[src/design/ewk_params.svh]
`ifndef EWK_PARAMS_SVH
`define EWK_PARAMS_SVH

`define EWK_NSRC        3
`define EWK_ADDR_CFG    32'h4004C080
`define EWK_ADDR_STAT   32'h4004C084
`define EWK_ADDR_CLR    32'h4004C090
`define EWK_ADDR_NMICLR 32'h4004C094
`define EWK_ADDR_AIEN   32'h400C0A28
`define EWK_ADDR_ISTAT  32'h4004C0A0
`define EWK_ADDR_IMASK  32'h4004C0A4

`define EWK_CFG_RST     32'h00200000
`define EWK_CFG_MASK    32'h00F0F0F0
`define EWK_ZERO32      32'h00000000
`define EWK_AIEN_MASK   32'h0000000F

`define EWK_ST_RX       5
`define EWK_ST_EXT_IRQ_THREE_CLEAR     3
`define EWK_ST_EXT_IRQ_ONE_CLEAR     1
`define EWK_CL_RX       5
`define EWK_CL_EXT_IRQ_THREE_CLEAR     4
`define EWK_CL_EXT_IRQ_ONE_CLEAR     1
`define EWK_CL_NMI      0
`define EWK_AIEN_WAKE   3

`define EWK_EN_EXT_IRQ_ONE_CLEAR     7
`define EWK_EN_EXT_IRQ_THREE_CLEAR     15
`define EWK_EN_RX       20
`define EWK_MD_EXT_IRQ_ONE_CLEAR     4
`define EWK_MD_EXT_IRQ_THREE_CLEAR     12
`define EWK_MD_RX       21

`define EWK_MODE_RISE   3'h0
`define EWK_MODE_FALL   3'h1
`define EWK_MODE_BOTH   3'h2
`define EWK_MODE_HIGH   3'h3
`define EWK_MODE_LOW    3'h4

`endif

[src/design/ewk_pkg.sv]
package ewk_pkg;
    typedef enum logic {EWK_IDLE, EWK_ACK} ewk_bus_st_t;
    typedef logic [2:0] ewk_mode_t;
endpackage : ewk_pkg

[src/design/ewk_evt_if.sv]
`timescale 1ns/1ns
interface ewk_evt_if;
    logic pulse;
    logic level;
    modport src (output pulse, output level);
    modport dst (input pulse, input level);
endinterface : ewk_evt_if

[src/design/ewk_detect.sv]
`timescale 1ns/1ns
`include "ewk_params.svh"
module ewk_detect import ewk_pkg::*; (
    input  wire logic      sys_clk_in, // Core clock
    input  wire logic      nrst_in,    // Sync reset, active low
    input  wire logic      pin_in,     // Asynchronous source
    input  wire logic      en_in,      // Source enable
    input  wire ewk_mode_t mode_in,    // Detect mode
    ewk_evt_if.src         evt         // Trigger pulse and level
);
    logic sync1_ff, sync2_ff, prev_ff, hit_ff;
    logic nxt_sync1, nxt_sync2, nxt_prev, nxt_hit;

    always_comb begin
        nxt_sync1 = pin_in;
        nxt_sync2 = sync1_ff;
        nxt_prev  = sync2_ff;
        case (mode_in)
            `EWK_MODE_RISE: nxt_hit = sync2_ff & ~prev_ff;
            `EWK_MODE_LOW:  nxt_hit = ~sync2_ff;
            3'h1, 3'h5:     nxt_hit = ~sync2_ff & prev_ff;
            3'h2, 3'h6:     nxt_hit = sync2_ff ^ prev_ff;
            default:        nxt_hit = sync2_ff;
        endcase
        nxt_hit = nxt_hit & en_in;
    end

    always_ff @(posedge sys_clk_in) begin
        if (!nrst_in) begin
            sync1_ff <= 1'b0;
            sync2_ff <= 1'b0;
            prev_ff  <= 1'b0;
            hit_ff   <= 1'b0;
        end else begin
            sync1_ff <= nxt_sync1;
            sync2_ff <= nxt_sync2;
            prev_ff  <= nxt_prev;
            hit_ff   <= nxt_hit;
        end
    end

    assign evt.pulse = hit_ff;
    assign evt.level = sync2_ff;
endmodule : ewk_detect

[src/design/ewk_sticky.sv]
`timescale 1ns/1ns
module ewk_sticky #(
    parameter int WIDTH = 3
) (
    input  wire logic             sys_clk_in, // Core clock
    input  wire logic             nrst_in,    // Sync reset, active low
    input  wire logic [WIDTH-1:0] set_in,     // Hardware set
    input  wire logic [WIDTH-1:0] clr_in,     // Clear request
    output logic      [WIDTH-1:0] q_out       // Flags
);
    if (WIDTH < 1) begin : g_chk
        $error("ewk_sticky needs WIDTH of at least 1");
    end

    for (genvar i = 0; i < WIDTH; i++) begin : g_bit
        logic q_ff, nxt_q;
        always_comb begin
            nxt_q = set_in[i] | (q_ff & ~clr_in[i]);
        end
        always_ff @(posedge sys_clk_in) begin
            if (!nrst_in) begin
                q_ff <= 1'b0;
            end else begin
                q_ff <= nxt_q;
            end
        end
        assign q_out[i] = q_ff;
    end
endmodule : ewk_sticky

[src/design/ewk_top.sv]
`timescale 1ns/1ns
`include "ewk_params.svh"

// Overview of operation
// - Serial-receive wake event sets status bit 5; otherwise it reads 0.
// - Status bit 5 is read-only; only clear-register bit 5 clears it.
// - External interrupt 3 event sets status bit 3.
// - Status bit 3 is valid only while the inter-die line is asserted.
// - External interrupt 1 on the system wake pin sets status bit 1.
// - Status bit 1 is read-only; only clear-register bit 1 clears it.
// - Writing 1 to clear bit 5 clears serial wake flag; bit self-clears.
// - Writing 1 to clear bit 4 clears interrupt 3 flag; bit self-clears.
// - Writing 1 to clear bit 1 clears interrupt 1 flag; bit self-clears.
// - Writing 1 to nonmaskable clear bit 0 clears pending NMI; self-clears.
// - Enable bit 3 lets any analog die access wake the front end.
// - Status resets to zero; reserved bits read zero.
// - Serial, interrupt 1 and interrupt 3 sources set flags only while their enable bits are 1; NMI has no enable.
// - Mode field picks rising, falling, either edge, high or low level.
module ewk_top import ewk_pkg::*; (
    input  wire logic        sys_clk_in,             // Core clock, 100 MHz
    input  wire logic        nrst_in,                // Sync reset, active low
    input  wire logic [31:0] avs_address_in,         // Byte address
    input  wire logic        avs_read_in,            // Read request
    input  wire logic        avs_write_in,           // Write request
    input  wire logic [31:0] avs_writedata_in,       // Write data
    input  wire logic [3:0]  avs_byteenable_in,      // Byte lanes
    output logic      [31:0] avs_readdata_out,       // Read data
    output logic             avs_waitrequest_out,    // Stall
    input  wire logic        system_wake_pin_in,     // Interrupt 1 pin
    input  wire logic        serial_receive_pin_in,  // Serial wake pin
    input  wire logic        inter_die_interrupt_in, // Interrupt 3 line
    input  wire logic        nmi_in,                 // NMI source level
    input  wire logic        die_access_in,          // Analog die access
    output logic             afe_wake_out,           // Front-end wake
    output logic             nmi_pending_out,        // NMI pending
    output logic             irq_out                 // Masked event irq
);
    localparam int NS = `EWK_NSRC;

    ewk_bus_st_t st_ff, nxt_st;
    logic [31:0] rdata_ff, nxt_rdata;
    logic [31:0] cfg_ff, nxt_cfg;
    logic [31:0] imask_ff, nxt_imask;
    logic [31:0] aien_ff, nxt_aien;
    logic [31:0] clr_ff, nxt_clr;
    logic        nmiclr_ff, nxt_nmiclr;
    logic        afe_wake_ff, nxt_afe_wake;
    logic        nmi_s1_ff, nmi_s2_ff, nmi_prev_ff;
    logic        nmi_flag_ff, nxt_nmi_flag;

    logic [31:0] wmask, stat_rd, istat_rd;
    logic        go, wr_go;
    logic [NS-1:0] src_pin, src_en, evt, flag_clr, flag, istat, istat_clr;
    ewk_mode_t   src_mode [NS];

    // Source order: 0 interrupt 1, 1 interrupt 3, 2 serial receive
    assign src_pin  = {serial_receive_pin_in, inter_die_interrupt_in,
                       system_wake_pin_in};
    assign src_en   = {cfg_ff[`EWK_EN_RX], cfg_ff[`EWK_EN_EXT_IRQ_THREE_CLEAR],
                       cfg_ff[`EWK_EN_EXT_IRQ_ONE_CLEAR]};
    assign src_mode[0] = cfg_ff[`EWK_MD_EXT_IRQ_ONE_CLEAR +: 3];
    assign src_mode[1] = cfg_ff[`EWK_MD_EXT_IRQ_THREE_CLEAR +: 3];
    assign src_mode[2] = cfg_ff[`EWK_MD_RX +: 3];

    ewk_evt_if evt_if [NS] ();

    for (genvar g = 0; g < NS; g++) begin : g_src
        ewk_detect u_det (
            .sys_clk_in (sys_clk_in),
            .nrst_in    (nrst_in),
            .pin_in     (src_pin[g]),
            .en_in      (src_en[g]),
            .mode_in    (src_mode[g]),
            .evt        (evt_if[g])
        );
        assign evt[g] = evt_if[g].pulse;
    end

    // Clear strobes act one cycle after the write is taken
    assign flag_clr = {clr_ff[`EWK_CL_RX], clr_ff[`EWK_CL_EXT_IRQ_THREE_CLEAR],
                       clr_ff[`EWK_CL_EXT_IRQ_ONE_CLEAR]};

    ewk_sticky #(.WIDTH(NS)) u_flags (
        .sys_clk_in (sys_clk_in),
        .nrst_in    (nrst_in),
        .set_in     (evt),
        .clr_in     (flag_clr),
        .q_out      (flag)
    );

    ewk_sticky #(.WIDTH(NS)) u_istat (
        .sys_clk_in (sys_clk_in),
        .nrst_in    (nrst_in),
        .set_in     (evt),
        .clr_in     (istat_clr),
        .q_out      (istat)
    );

    // Bit 3 means nothing once the inter-die line drops
    always_comb begin
        stat_rd = `EWK_ZERO32;
        stat_rd[`EWK_ST_RX]   = flag[2];
        stat_rd[`EWK_ST_EXT_IRQ_THREE_CLEAR] = flag[1] & evt_if[1].level;
        stat_rd[`EWK_ST_EXT_IRQ_ONE_CLEAR] = flag[0];
        istat_rd = `EWK_ZERO32;
        istat_rd[`EWK_ST_RX]   = istat[2];
        istat_rd[`EWK_ST_EXT_IRQ_THREE_CLEAR] = istat[1];
        istat_rd[`EWK_ST_EXT_IRQ_ONE_CLEAR] = istat[0];
    end

    // One wait state per access
    assign go    = avs_read_in | avs_write_in;
    assign wr_go = avs_write_in & (st_ff == EWK_ACK);
    assign avs_waitrequest_out = go & (st_ff == EWK_IDLE);
    assign wmask = {{8{avs_byteenable_in[3]}}, {8{avs_byteenable_in[2]}},
                    {8{avs_byteenable_in[1]}}, {8{avs_byteenable_in[0]}}};
    assign istat_clr = (wr_go && avs_address_in == `EWK_ADDR_ISTAT) ?
                       {(avs_writedata_in[`EWK_ST_RX] & wmask[`EWK_ST_RX]),
                        (avs_writedata_in[`EWK_ST_EXT_IRQ_THREE_CLEAR] & wmask[`EWK_ST_EXT_IRQ_THREE_CLEAR]),
                        (avs_writedata_in[`EWK_ST_EXT_IRQ_ONE_CLEAR] & wmask[`EWK_ST_EXT_IRQ_ONE_CLEAR])}
                       : '0;

    always_comb begin
        nxt_st    = st_ff;
        nxt_rdata = rdata_ff;
        case (st_ff)
            EWK_IDLE: begin
                if (go) begin
                    nxt_st = EWK_ACK;
                    case (avs_address_in)
                        `EWK_ADDR_CFG:    nxt_rdata = cfg_ff;
                        `EWK_ADDR_STAT:   nxt_rdata = stat_rd;
                        `EWK_ADDR_CLR:    nxt_rdata = clr_ff;
                        `EWK_ADDR_NMICLR: nxt_rdata = {31'h00000000, nmiclr_ff};
                        `EWK_ADDR_AIEN:   nxt_rdata = aien_ff;
                        `EWK_ADDR_ISTAT:  nxt_rdata = istat_rd;
                        `EWK_ADDR_IMASK:  nxt_rdata = imask_ff;
                        default:          nxt_rdata = `EWK_ZERO32;
                    endcase
                end
            end
            EWK_ACK: nxt_st = EWK_IDLE;
            default: nxt_st = EWK_IDLE;
        endcase
    end

    // Writes land only on the edge that sees waitrequest low
    always_comb begin
        nxt_cfg    = cfg_ff;
        nxt_imask  = imask_ff;
        nxt_aien   = aien_ff;
        nxt_clr    = `EWK_ZERO32;
        nxt_nmiclr = 1'b0;
        if (wr_go) begin
            case (avs_address_in)
                `EWK_ADDR_CFG: nxt_cfg = ((cfg_ff & ~wmask) |
                    (avs_writedata_in & wmask)) & `EWK_CFG_MASK;
                `EWK_ADDR_IMASK: nxt_imask = ((imask_ff & ~wmask) |
                    (avs_writedata_in & wmask)) & istat_rd_mask();
                `EWK_ADDR_AIEN: nxt_aien = ((aien_ff & ~wmask) |
                    (avs_writedata_in & wmask)) & `EWK_AIEN_MASK;
                `EWK_ADDR_CLR: begin
                    nxt_clr = `EWK_ZERO32;
                    nxt_clr[`EWK_CL_RX]   = avs_writedata_in[`EWK_CL_RX] &
                                            wmask[`EWK_CL_RX];
                    nxt_clr[`EWK_CL_EXT_IRQ_THREE_CLEAR] = avs_writedata_in[`EWK_CL_EXT_IRQ_THREE_CLEAR] &
                                            wmask[`EWK_CL_EXT_IRQ_THREE_CLEAR];
                    nxt_clr[`EWK_CL_EXT_IRQ_ONE_CLEAR] = avs_writedata_in[`EWK_CL_EXT_IRQ_ONE_CLEAR] &
                                            wmask[`EWK_CL_EXT_IRQ_ONE_CLEAR];
                end
                `EWK_ADDR_NMICLR: nxt_nmiclr = avs_writedata_in[`EWK_CL_NMI] &
                                               wmask[`EWK_CL_NMI];
                default: nxt_clr = `EWK_ZERO32; // status writes ignored
            endcase
        end
    end

    function automatic logic [31:0] istat_rd_mask();
        logic [31:0] m;
        m = `EWK_ZERO32;
        m[`EWK_ST_RX]   = 1'b1;
        m[`EWK_ST_EXT_IRQ_THREE_CLEAR] = 1'b1;
        m[`EWK_ST_EXT_IRQ_ONE_CLEAR] = 1'b1;
        return m;
    endfunction : istat_rd_mask

    // NMI clear acts only while the NMI is pending; set wins
    always_comb begin
        nxt_nmi_flag = (nmi_s2_ff & ~nmi_prev_ff) |
                       (nmi_flag_ff & ~(nmiclr_ff & nmi_flag_ff));
        nxt_afe_wake = aien_ff[`EWK_AIEN_WAKE] & die_access_in;
    end

    always_ff @(posedge sys_clk_in) begin
        if (!nrst_in) begin
            st_ff       <= EWK_IDLE;
            rdata_ff    <= `EWK_ZERO32;
            cfg_ff      <= `EWK_CFG_RST;
            imask_ff    <= `EWK_ZERO32;
            aien_ff     <= `EWK_ZERO32;
            clr_ff      <= `EWK_ZERO32;
            nmiclr_ff   <= 1'b0;
            afe_wake_ff <= 1'b0;
            nmi_s1_ff   <= 1'b0;
            nmi_s2_ff   <= 1'b0;
            nmi_prev_ff <= 1'b0;
            nmi_flag_ff <= 1'b0;
        end else begin
            st_ff       <= nxt_st;
            rdata_ff    <= nxt_rdata;
            cfg_ff      <= nxt_cfg;
            imask_ff    <= nxt_imask;
            aien_ff     <= nxt_aien;
            clr_ff      <= nxt_clr;
            nmiclr_ff   <= nxt_nmiclr;
            afe_wake_ff <= nxt_afe_wake;
            nmi_s1_ff   <= nmi_in;
            nmi_s2_ff   <= nmi_s1_ff;
            nmi_prev_ff <= nmi_s2_ff;
            nmi_flag_ff <= nxt_nmi_flag;
        end
    end

    assign avs_readdata_out = rdata_ff;
    assign afe_wake_out     = afe_wake_ff;
    assign nmi_pending_out  = nmi_flag_ff;
    assign irq_out          = |(istat_rd & imask_ff);
endmodule : ewk_top

[config.mk]
export PLATFORM = sky130hd
export DESIGN_NAME = ewk_top
export DESIGN_NICKNAME = d
export VERILOG_FILES = /design/src/design/ewk_pkg.sv /design/src/design/ewk_evt_if.sv /design/src/design/ewk_detect.sv /design/src/design/ewk_sticky.sv /design/src/design/ewk_top.sv
export VERILOG_INCLUDE_DIRS = /design/src /design/src/design
export SDC_FILE = /design/constraint.sdc
export NUM_CORES = 1
export LEC_CHECK = 0
export BUFFER_PORTS_ARGS = -buffer_cell sky130_fd_sc_hd__buf_2
export CAP_MARGIN = 15
export CORE_ASPECT_RATIO = 0.7
export CORE_UTILIZATION = 40
export DETAILED_ROUTE_END_ITERATION = 7
export GPL_TIMING_DRIVEN = 0
export HOLD_SLACK_MARGIN = 0.05
export PLACE_DENSITY = 0.63
export REMOVE_ABC_BUFFERS = 1
export SYNTH_ARGS = -nofsm -noshare
export SYNTH_HDL_FRONTEND = slang
export SYNTH_SLANG_ARGS = --single-unit
[constraint.sdc]
create_clock -name sys_clk_in -period 3.5 [get_ports sys_clk_in]
set_clock_uncertainty 0.05 [all_clocks]
set_input_delay 0.525 -clock sys_clk_in [delete_from_list [all_inputs] [get_ports sys_clk_in]]
set_output_delay 0.525 -clock sys_clk_in [all_outputs]
set_load 0.05 [all_outputs]
======== After elaboration in Yosys (flattened, before gate mapping) ========
Index checks and enable logic that the tools add are counted.
word-level totals
  word-level logic and storage cells ...... 140
  bits in registers ....................... 108
  input bits .............................. 77
operators by class
  reduce and logical (&&, ||, !) cells .... 18
  multiplexer cells ....................... 7
  equal/unequal tests ..................... 22
  bitwise operators ....................... 62
operators with widths
  kind                                                    number
  equality test 32 x 31 -> 1 bit (second input constant)  7
  case mux 32 bit (7 select lines)                        1
  bitwise AND 24 bit                                      2
  OR reduction 32 bit                                     1
  bitwise AND 1 bit                                       27
  equality test 3 bit (second input constant)             9
  inverter 24 bit                                         1
  OR 24 bit                                               1
  inverter 1 bit                                          15
  bitwise AND 6 bit                                       2
  case mux 1 bit (4 select lines)                         3
  OR reduction 2 bit                                      6
  AND reduction 2 bit                                     5
  equality test 3 x 1 -> 1 bit (second input constant)    3
  equality test 3 x 2 -> 1 bit (second input constant)    3
  zero test 3 bit                                         3
  OR 1 bit                                                8
  OR 6 bit                                                1
  AND reduction 3 bit                                     2
  bitwise AND 4 bit                                       1
  OR 4 bit                                                1
  2-to-1 mux 3 bit                                        1
  bitwise XOR 1 bit                                       3
  case mux 1 bit (2 select lines)                         1
  other kinds (2)                                         2

======== Depth between registers and ports, before layout ========
Gate-level depths: netlist of run 1.
  word-level depth ........................ 6
  gate-level depth with buffers ........... 7
  mapped depth without buffers ............ 6

======== Hierarchy ========
A second synthesis of run 1 with hierarchy kept.
second synthesis, totals
  cell total of the unflattened synthesis .. 313
  area, all modules ....................... 3083.0 µm²
by module, submodules not included
  module      area an instance (µm²)  times used  cells an instance
  ewk_top     2253.4                  1           232
  ewk_detect  178.9                   3           19
  ewk_sticky  146.4                   2           12

======== Least setup slack after synthesis of run 1 ========
No wires, ideal clock.
  path kind ............................... in2out
  start ................................... input port avs_write_in
  end ..................................... output port avs_waitrequest_out
  setup slack ............................. 1181 ps
  arrival time ............................ 1744 ps
  stages .................................. 5
  path through ............................ nor2_1 or2_2 clkbuf_1 inv_1 clkbuf_1
on the way
  word-level cells in the longest chain between the ends .. 2
RTL lines
  item                line            source
  start: declaration  ewk_top.sv:24   input wire logic avs_write_in,
  OR 1 bit            ewk_top.sv:112  assign go = avs_read_in | avs_write_in;
  bitwise AND 1 bit   ewk_top.sv:114  assign avs_waitrequest_out = go & (st_ff == EWK_IDLE);
  end: declaration    ewk_top.sv:28   output logic avs_waitrequest_out,
Every way passes these cells.

======== Worst setup path after layout of run 1 ========
  start ................................... input port avs_address_in[3]
  end ..................................... register clr_ff[4]
on the way
  word-level cells in the longest chain between the ends .. 2
RTL lines
  item                                  line            source
  start: declaration                    ewk_top.sv:22   input wire logic [31:0] avs_address_in,
  equality test 32 x 31 -> 1 bit        ewk_top.sv:155  case (avs_address_in)
  AND reduction 3 bit (no source line)  -
  end signal: assignment                ewk_top.sv:201  clr_ff <= `EWK_ZERO32;
  end signal: assignment                ewk_top.sv:214  clr_ff <= nxt_clr;
  end: declaration                      ewk_top.sv:45   logic [31:0] clr_ff, nxt_clr;
Every way passes these cells.
A chain may end at the register's enable or synchronous reset.

==> impl_metrics.yaml, run 1 <==
synth:
  syn_area_per_cell_um2: 9.855
  synth_edf_count: 0
  ys_top_cells_by_area: "dfxtp_1, mux2i_1, nor4_4, nor2b_1, buf_4"
  async_reset_ff_share_pct: 0
  syn_inst: 316
  synth_xor_area_share_pct: 0
  ys_ff_latch: 63
  synth-simple-area-share_pct: 29.81
  ys_top_cells_by_count: "dfxtp_1, nor2b_1, nand2_1"
  synthDistinctLibCells: 46
  synth_top_area_cell: "dfxtp_1"
  ys.flop_type: "dfxtp_1"
  synth_most_common_cell: "dfxtp_1"
  ys_seq_area_share_pct: 40.50
  ys_warn_count: 0
  synth_top_family_by_area: "simple AND/OR/NAND/NOR gates"
  syn_area_um2: 3114
  synth_compound_area_share_pct: 9.281
  synthAdderAreaFrac_pct: 2.411
  muxShareOfSynthArea_pct: 10.00
  synth_top_cell_area_share_pct: 40.50
cts:
  cts_buffer_depth: 2
  tritoncts: "done"
  insertion_delay_ps: 350
  clock-root-buffer: "clkbuf_8"
  postCtsSetupRepairBufs: 0
  htree_levels: 3
  clk_pin_slew_ps: 80
  numClockSinks: 63
  ctsHoldBuffers: 0
  cts_made_buffers: 9
  postCtsResizedCells: 0
floorplan:
  initial_core_util_pct: 41.99
  design.core.area_um2: 7417
  num_rows: 26
  fp.dieH_um: 75.83
  ioPinCount: 113
  die_area_um2: 8148
  die_x_um: 107.5
power:
  pwr-share-seq_pct: 45.5
  powerDensity_nw_per_um2: 429.2
  peakVddDrop_mv: 0.2476
  leakage_nw: 1.534
  intPower_mw: 1.181
  power_frac_clock_pct: 44.9
  swShare_pct: 26.09
  p_switching_mw: 0.4168
  p_comb_share_pct: 9.6
sta:
  drv_slew: 0
  finalSetupTns_ps: 0
  worst_pin_slew_ps: 1025
  holdWs_ps: 326.0
  rsz0062_at_grt: "no"
  finalCritPeriodShare_pct: 71.15
  slew_headroom_pct: 31.42
  final_hold_viol_count: 0
  fin_crit_ps: 2490
  worst_slack_ps: 1010
  setup_violations: 0
  max_freq_mhz: 401.5
worst_setup_path:
  worstSetupStartpoint: "avs_address_in[3]"
  critical_path_required_ps: 3710
  startpoint_type: "primary input"
  crit_path_max_fanout: 13
  r2r_start: "st_ff"
  path_class: "primary input to register"
  end_kind: "register"
  cp.arrival_ps: 2700
finish:
  fin_area_um2: 3722
  nets: 470
  antenna_cells: 0
  area_delta_synth_final_pct: 19.53
  multiInputGateArea_um2: 1664
  seqCellArea_um2: 1261
  layout-drive-gt1-share_pct: 29.85
  n_fill_cell: 720
global_route:
  grt_overflow: 0
  grtUsageMet2_pct: 29.46
  grt_pass1_vias: 2364
  use_met3_pct: 7.699
  gr-max-usage-layer: "met2"
  grt_max_degree: 62
  grt_pass1_wl_um: 11310
  grt_util_met1_pct: 23.51
  antenna_found_initial: 0
  grt_util_all_layers_pct: 18.63
placed_design:
  dp_slack_ps: 651.8
  dpl.hpwl_um: 5122
  place_area_um2: 3496
  numPortBuffers: 79
  place.gp.congestion: 0.8376
run_status:
  status: "finished, final reports clean"
worst_hold_path:
  holdCritPathClass: "primary input to register"
  hold_start: "serial_receive_pin_in"
route:
  postRouteAntennaNets: 0
  drc_errors: 0
  drtIter0Drc: 83
  dr_total_vias: 2477
  wl_per_cell_um: 14.14
  routed_wl_um: 6930
  dr.pass1.iters: 4
  post_drt_via_cell_ratio: 5.055
job:
  cap_violations: 0
[stage by stage]
step,total power [mW],cells,util [%]
detailed placement,0.8985,474,47.13
CTS,1.616,490,50.19
floorplan,0.8285,297,-
global route,1.667,490,50.19
global placement,0.8961,474,47.13
finish,1.598,490,50.19
[layout make-up]
cell class	instances	share of cell area [%]
Clock buffer	9	3.328
Multi-Input combinational cell	220	44.71
Sequential cell	63	33.88
Tap cell	98	3.294
Clock inverter	7	2.756
Inverter	14	1.412
Timing Repair Buffer	79	10.62
[worst max-delay path: stages]
cell     delay [ps]
buf_2           110
nor4b_2         410
nand3_2         420
nor4_4          640
nand4_1         330
nor3b_1         260
[layer usage]
metal | part of all wire [%] | vias to the layer above
li1 | - | 1228
met1 | 46 | 1138
met2 | 43 | 100
met3 | 9.2 | 11
met5 | 0 | -
met4 | 1.4 | 0
[power groups by stage]
stage	clock [mW]	sequential (mW)	combinational (mW)
after floorplan	0	0.745	0.0836
after global placement	0	0.744	0.153
after detailed placement	0	0.744	0.155
after CTS	0.733	0.727	0.155
after global routing	0.771	0.728	0.168
final	0.717	0.727	0.154
[logic make-up (layout without fill, tap and decap cells)]
kind of cell | Yosys count | count (layout)
AND/OR/NAND/NOR | 133 | 133
flip-flops | 63 | 63
buffers and inverters | 48 | 109
AO/OA/AOI/OAI | 38 | 38
multiplexers | 27 | 27
adder cells (fa/ha/maj) | 6 | 6
other | 1 | 16
[worst paths after layout]
check	end	slack, ps	depth (start not counted)
setup / recovery	clr_ff[4]	1010	6
hold / removal	g_src[2].u_det.nxt_sync2	330	2
setup reg to reg	avs_readdata_out[0]	1540	4
hold reg to reg	nmi_s2_ff	380	1
[placed cells by master, fill, tap and decap left out, types with 3 or more instances in the layout]
master and instances:
a21boi_0 13, a21oi_1 3, and2_1 15, and3_1 5, buf_2 79, clkbuf_8 9
conb_1 16, dfxtp_1 63, ha_1 6, inv_1 14, inv_6 3, mux2_2 3
mux2i_1 21, mux4_2 3, nand2_1 22, nand3_1 9, nand3b_1 3, nand4_1 16
nor2_1 9, nor2b_1 24, nor3b_1 5, nor4_4 8, nor4bb_1 3, o21a_1 6
o31a_1 3
Note: power is estimated with default switching activity, not from simulation.
==> inputs of run 2 (changes only) <==
--- a/config.mk
+++ b/config.mk
@@ -13,7 +13,7 @@
 export DETAILED_ROUTE_END_ITERATION = 7
 export GPL_TIMING_DRIVEN = 0
 export HOLD_SLACK_MARGIN = 0.05
-export PLACE_DENSITY = 0.63
+export PLACE_DENSITY = 0.65
 export REMOVE_ABC_BUFFERS = 1
 export SYNTH_ARGS = -nofsm -noshare
 export SYNTH_HDL_FRONTEND = slang
==> constraint.sdc (replaced) <==
create_clock -name sys_clk_in -period 2.2 [get_ports sys_clk_in]
set_clock_uncertainty 0.05 [all_clocks]
set_input_delay 0.33 -clock sys_clk_in [delete_from_list [all_inputs] [get_ports sys_clk_in]]
set_output_delay 0.33 -clock sys_clk_in [all_outputs]
set_load 0.05 [all_outputs]
==> impl_metrics.yaml, run 2 (synthesis results as in run 1) <==
placed_design:
  place.gp.congestion: 0.8229
  place_area_um2: 3496
  dp_slack_ps: -532.0
  numPortBuffers: 79
  dpl.hpwl_um: 5047
  place_inst: 474
worst_setup_path:
  path_class: "primary input to register"
  r2r_start: "st_ff"
  path_delay_family: "simple AND/OR/NAND/NOR gates"
  critPathBufInv: 1
  ff2ff_path_depth: 5
  critical_path_required_ps: 2400
  critPathMaxStageDelay_ps: 470
  path_cells: "buf_2, nor4b_2, nand3_4, nor4_4, nand4_1, nor3b_1"
  cp.arrival_ps: 2170
  startpoint_type: "primary input"
  r2r_slack_ps: 450
  crit_path_max_fanout: 13
  cpMaxStageDelayCell: "nor4b_2"
  end_kind: "register"
worst_hold_path:
  hold_start: "serial_receive_pin_in"
  holdCritPathClass: "primary input to register"
  hold_depth: 2
  hold_end: "g_src[2].u_det.nxt_sync2"
global_route:
  grt_max_degree: 62
  antenna_found_initial: 0
  grt_pass1_wl_um: 11410
  grt_pass1_vias: 2384
  grt_overflow: 0
  grt_util_all_layers_pct: 18.57
finish:
  layout-drive-gt1-share_pct: 31.31
  final_common_cell: "buf_2"
  mostFrequentLayoutCells: "buf_2, dfxtp_1, nor2b_1, nand2_1, mux2i_1"
  n_fill_cell: 766
  area_delta_synth_final_pct: 21.13
  fin_area_um2: 3772
  nets: 474
  utilization_pct: 50.86
  antenna_cells: 0
  final_cells: 494
job:
  cap_violations: 0
floorplan:
  initial_core_util_pct: 41.99
  fp.dieH_um: 75.83
  ioPinCount: 113
  die_area_um2: 8148
  num_rows: 26
  die_x_um: 107.5
  design.core.area_um2: 7417
cts:
  cts_made_buffers: 9
  insertion_delay_ps: 350
  ctsHoldBuffers: 0
  numClockSinks: 63
  clock-root-buffer: "clkbuf_8"
  htree_levels: 3
  tritoncts: "done"
  cts_buffer_depth: 2
  clk_pin_slew_ps: 80
sta:
  fin_crit_ps: 1966
  slew_headroom_pct: 39.27
  holdWs_ps: 133.7
  worst_slack_ps: 234.0
  rsz0062_at_grt: "no"
  finalSetupTns_ps: 0
  setup_violations: 0
  finalCritPeriodShare_pct: 89.37
  max_freq_mhz: 508.6
  worst_pin_slew_ps: 910.9
  final_hold_viol_count: 0
  drv_slew: 0
run_status:
  status: "finished, final reports clean"
route:
  drtIter0Drc: 71
  wl_per_cell_um: 14.47
  postRouteAntennaNets: 0
  dr.pass1.iters: 4
  drc_errors: 0
  dr_total_vias: 2510
  post_drt_via_cell_ratio: 5.081
  routed_wl_um: 7147
power:
  total_power_mw: 2.531
  leakage_nw: 1.550
  powerDensity_nw_per_um2: 671.0
  peakVddDrop_mv: 0.3161
-- run 2: metal layers --
layer  global-route usage [%]  vias to the layer above  part of all wire (%)
li1                         -                     1230                     -
met1                    23.81                     1185                    47
met2                    29.61                       91                    44
met3                    6.587                        4                   7.9
met4                    5.936                        0                  0.42
met5                        0                        -                     0
-- run 2: worst max path at each step --
stage / from / to / slack [ps] / cells after the start
finish: avs_address_in[3] / clr_ff[5] / 230 / 6
global route: avs_address_in[2] / avs_readdata_out[1] / 50 / 6
CTS: st_ff / avs_waitrequest_out / 9 / 3
detailed placement: avs_address_in[3] / clr_ff[5] / -530 / 6
global placement: avs_address_in[3] / clr_ff[5] / -490 / 6
floorplan: avs_address_in[3] / clr_ff[1] / 230 / 5
-- run 2: repair_timing --
action | CTS | global route
pin swaps | 1 | 0
resized for setup | 1 | 5
gates cloned | 0 | 0
setup endpoints to repair | 5 | 9
buffers inserted | 1 | 3
-- run 2: where the power goes --
part / internal (mW) / total (mW) / switching (mW)
Clock: 0.646 / 1.11 / 0.468
Combinational: 0.0856 / 0.261 / 0.175
Sequential: 1.15 / 1.16 / 0.00609
Total: 1.88 / 2.53 / 0.649
-- run 2: final cells by class --
class / count / area, um^2 / area share [%]
multi-input combinational: 220 / 1684 / 44.64
sequential: 63 / 1261 / 33.43
timing repair buffer: 83 / 425.4 / 11.28
clock buffer: 10 / 127.6 / 3.383
tap: 98 / 122.6 / 3.250
clock inverter: 6 / 95.09 / 2.521
inverter: 14 / 56.30 / 1.493
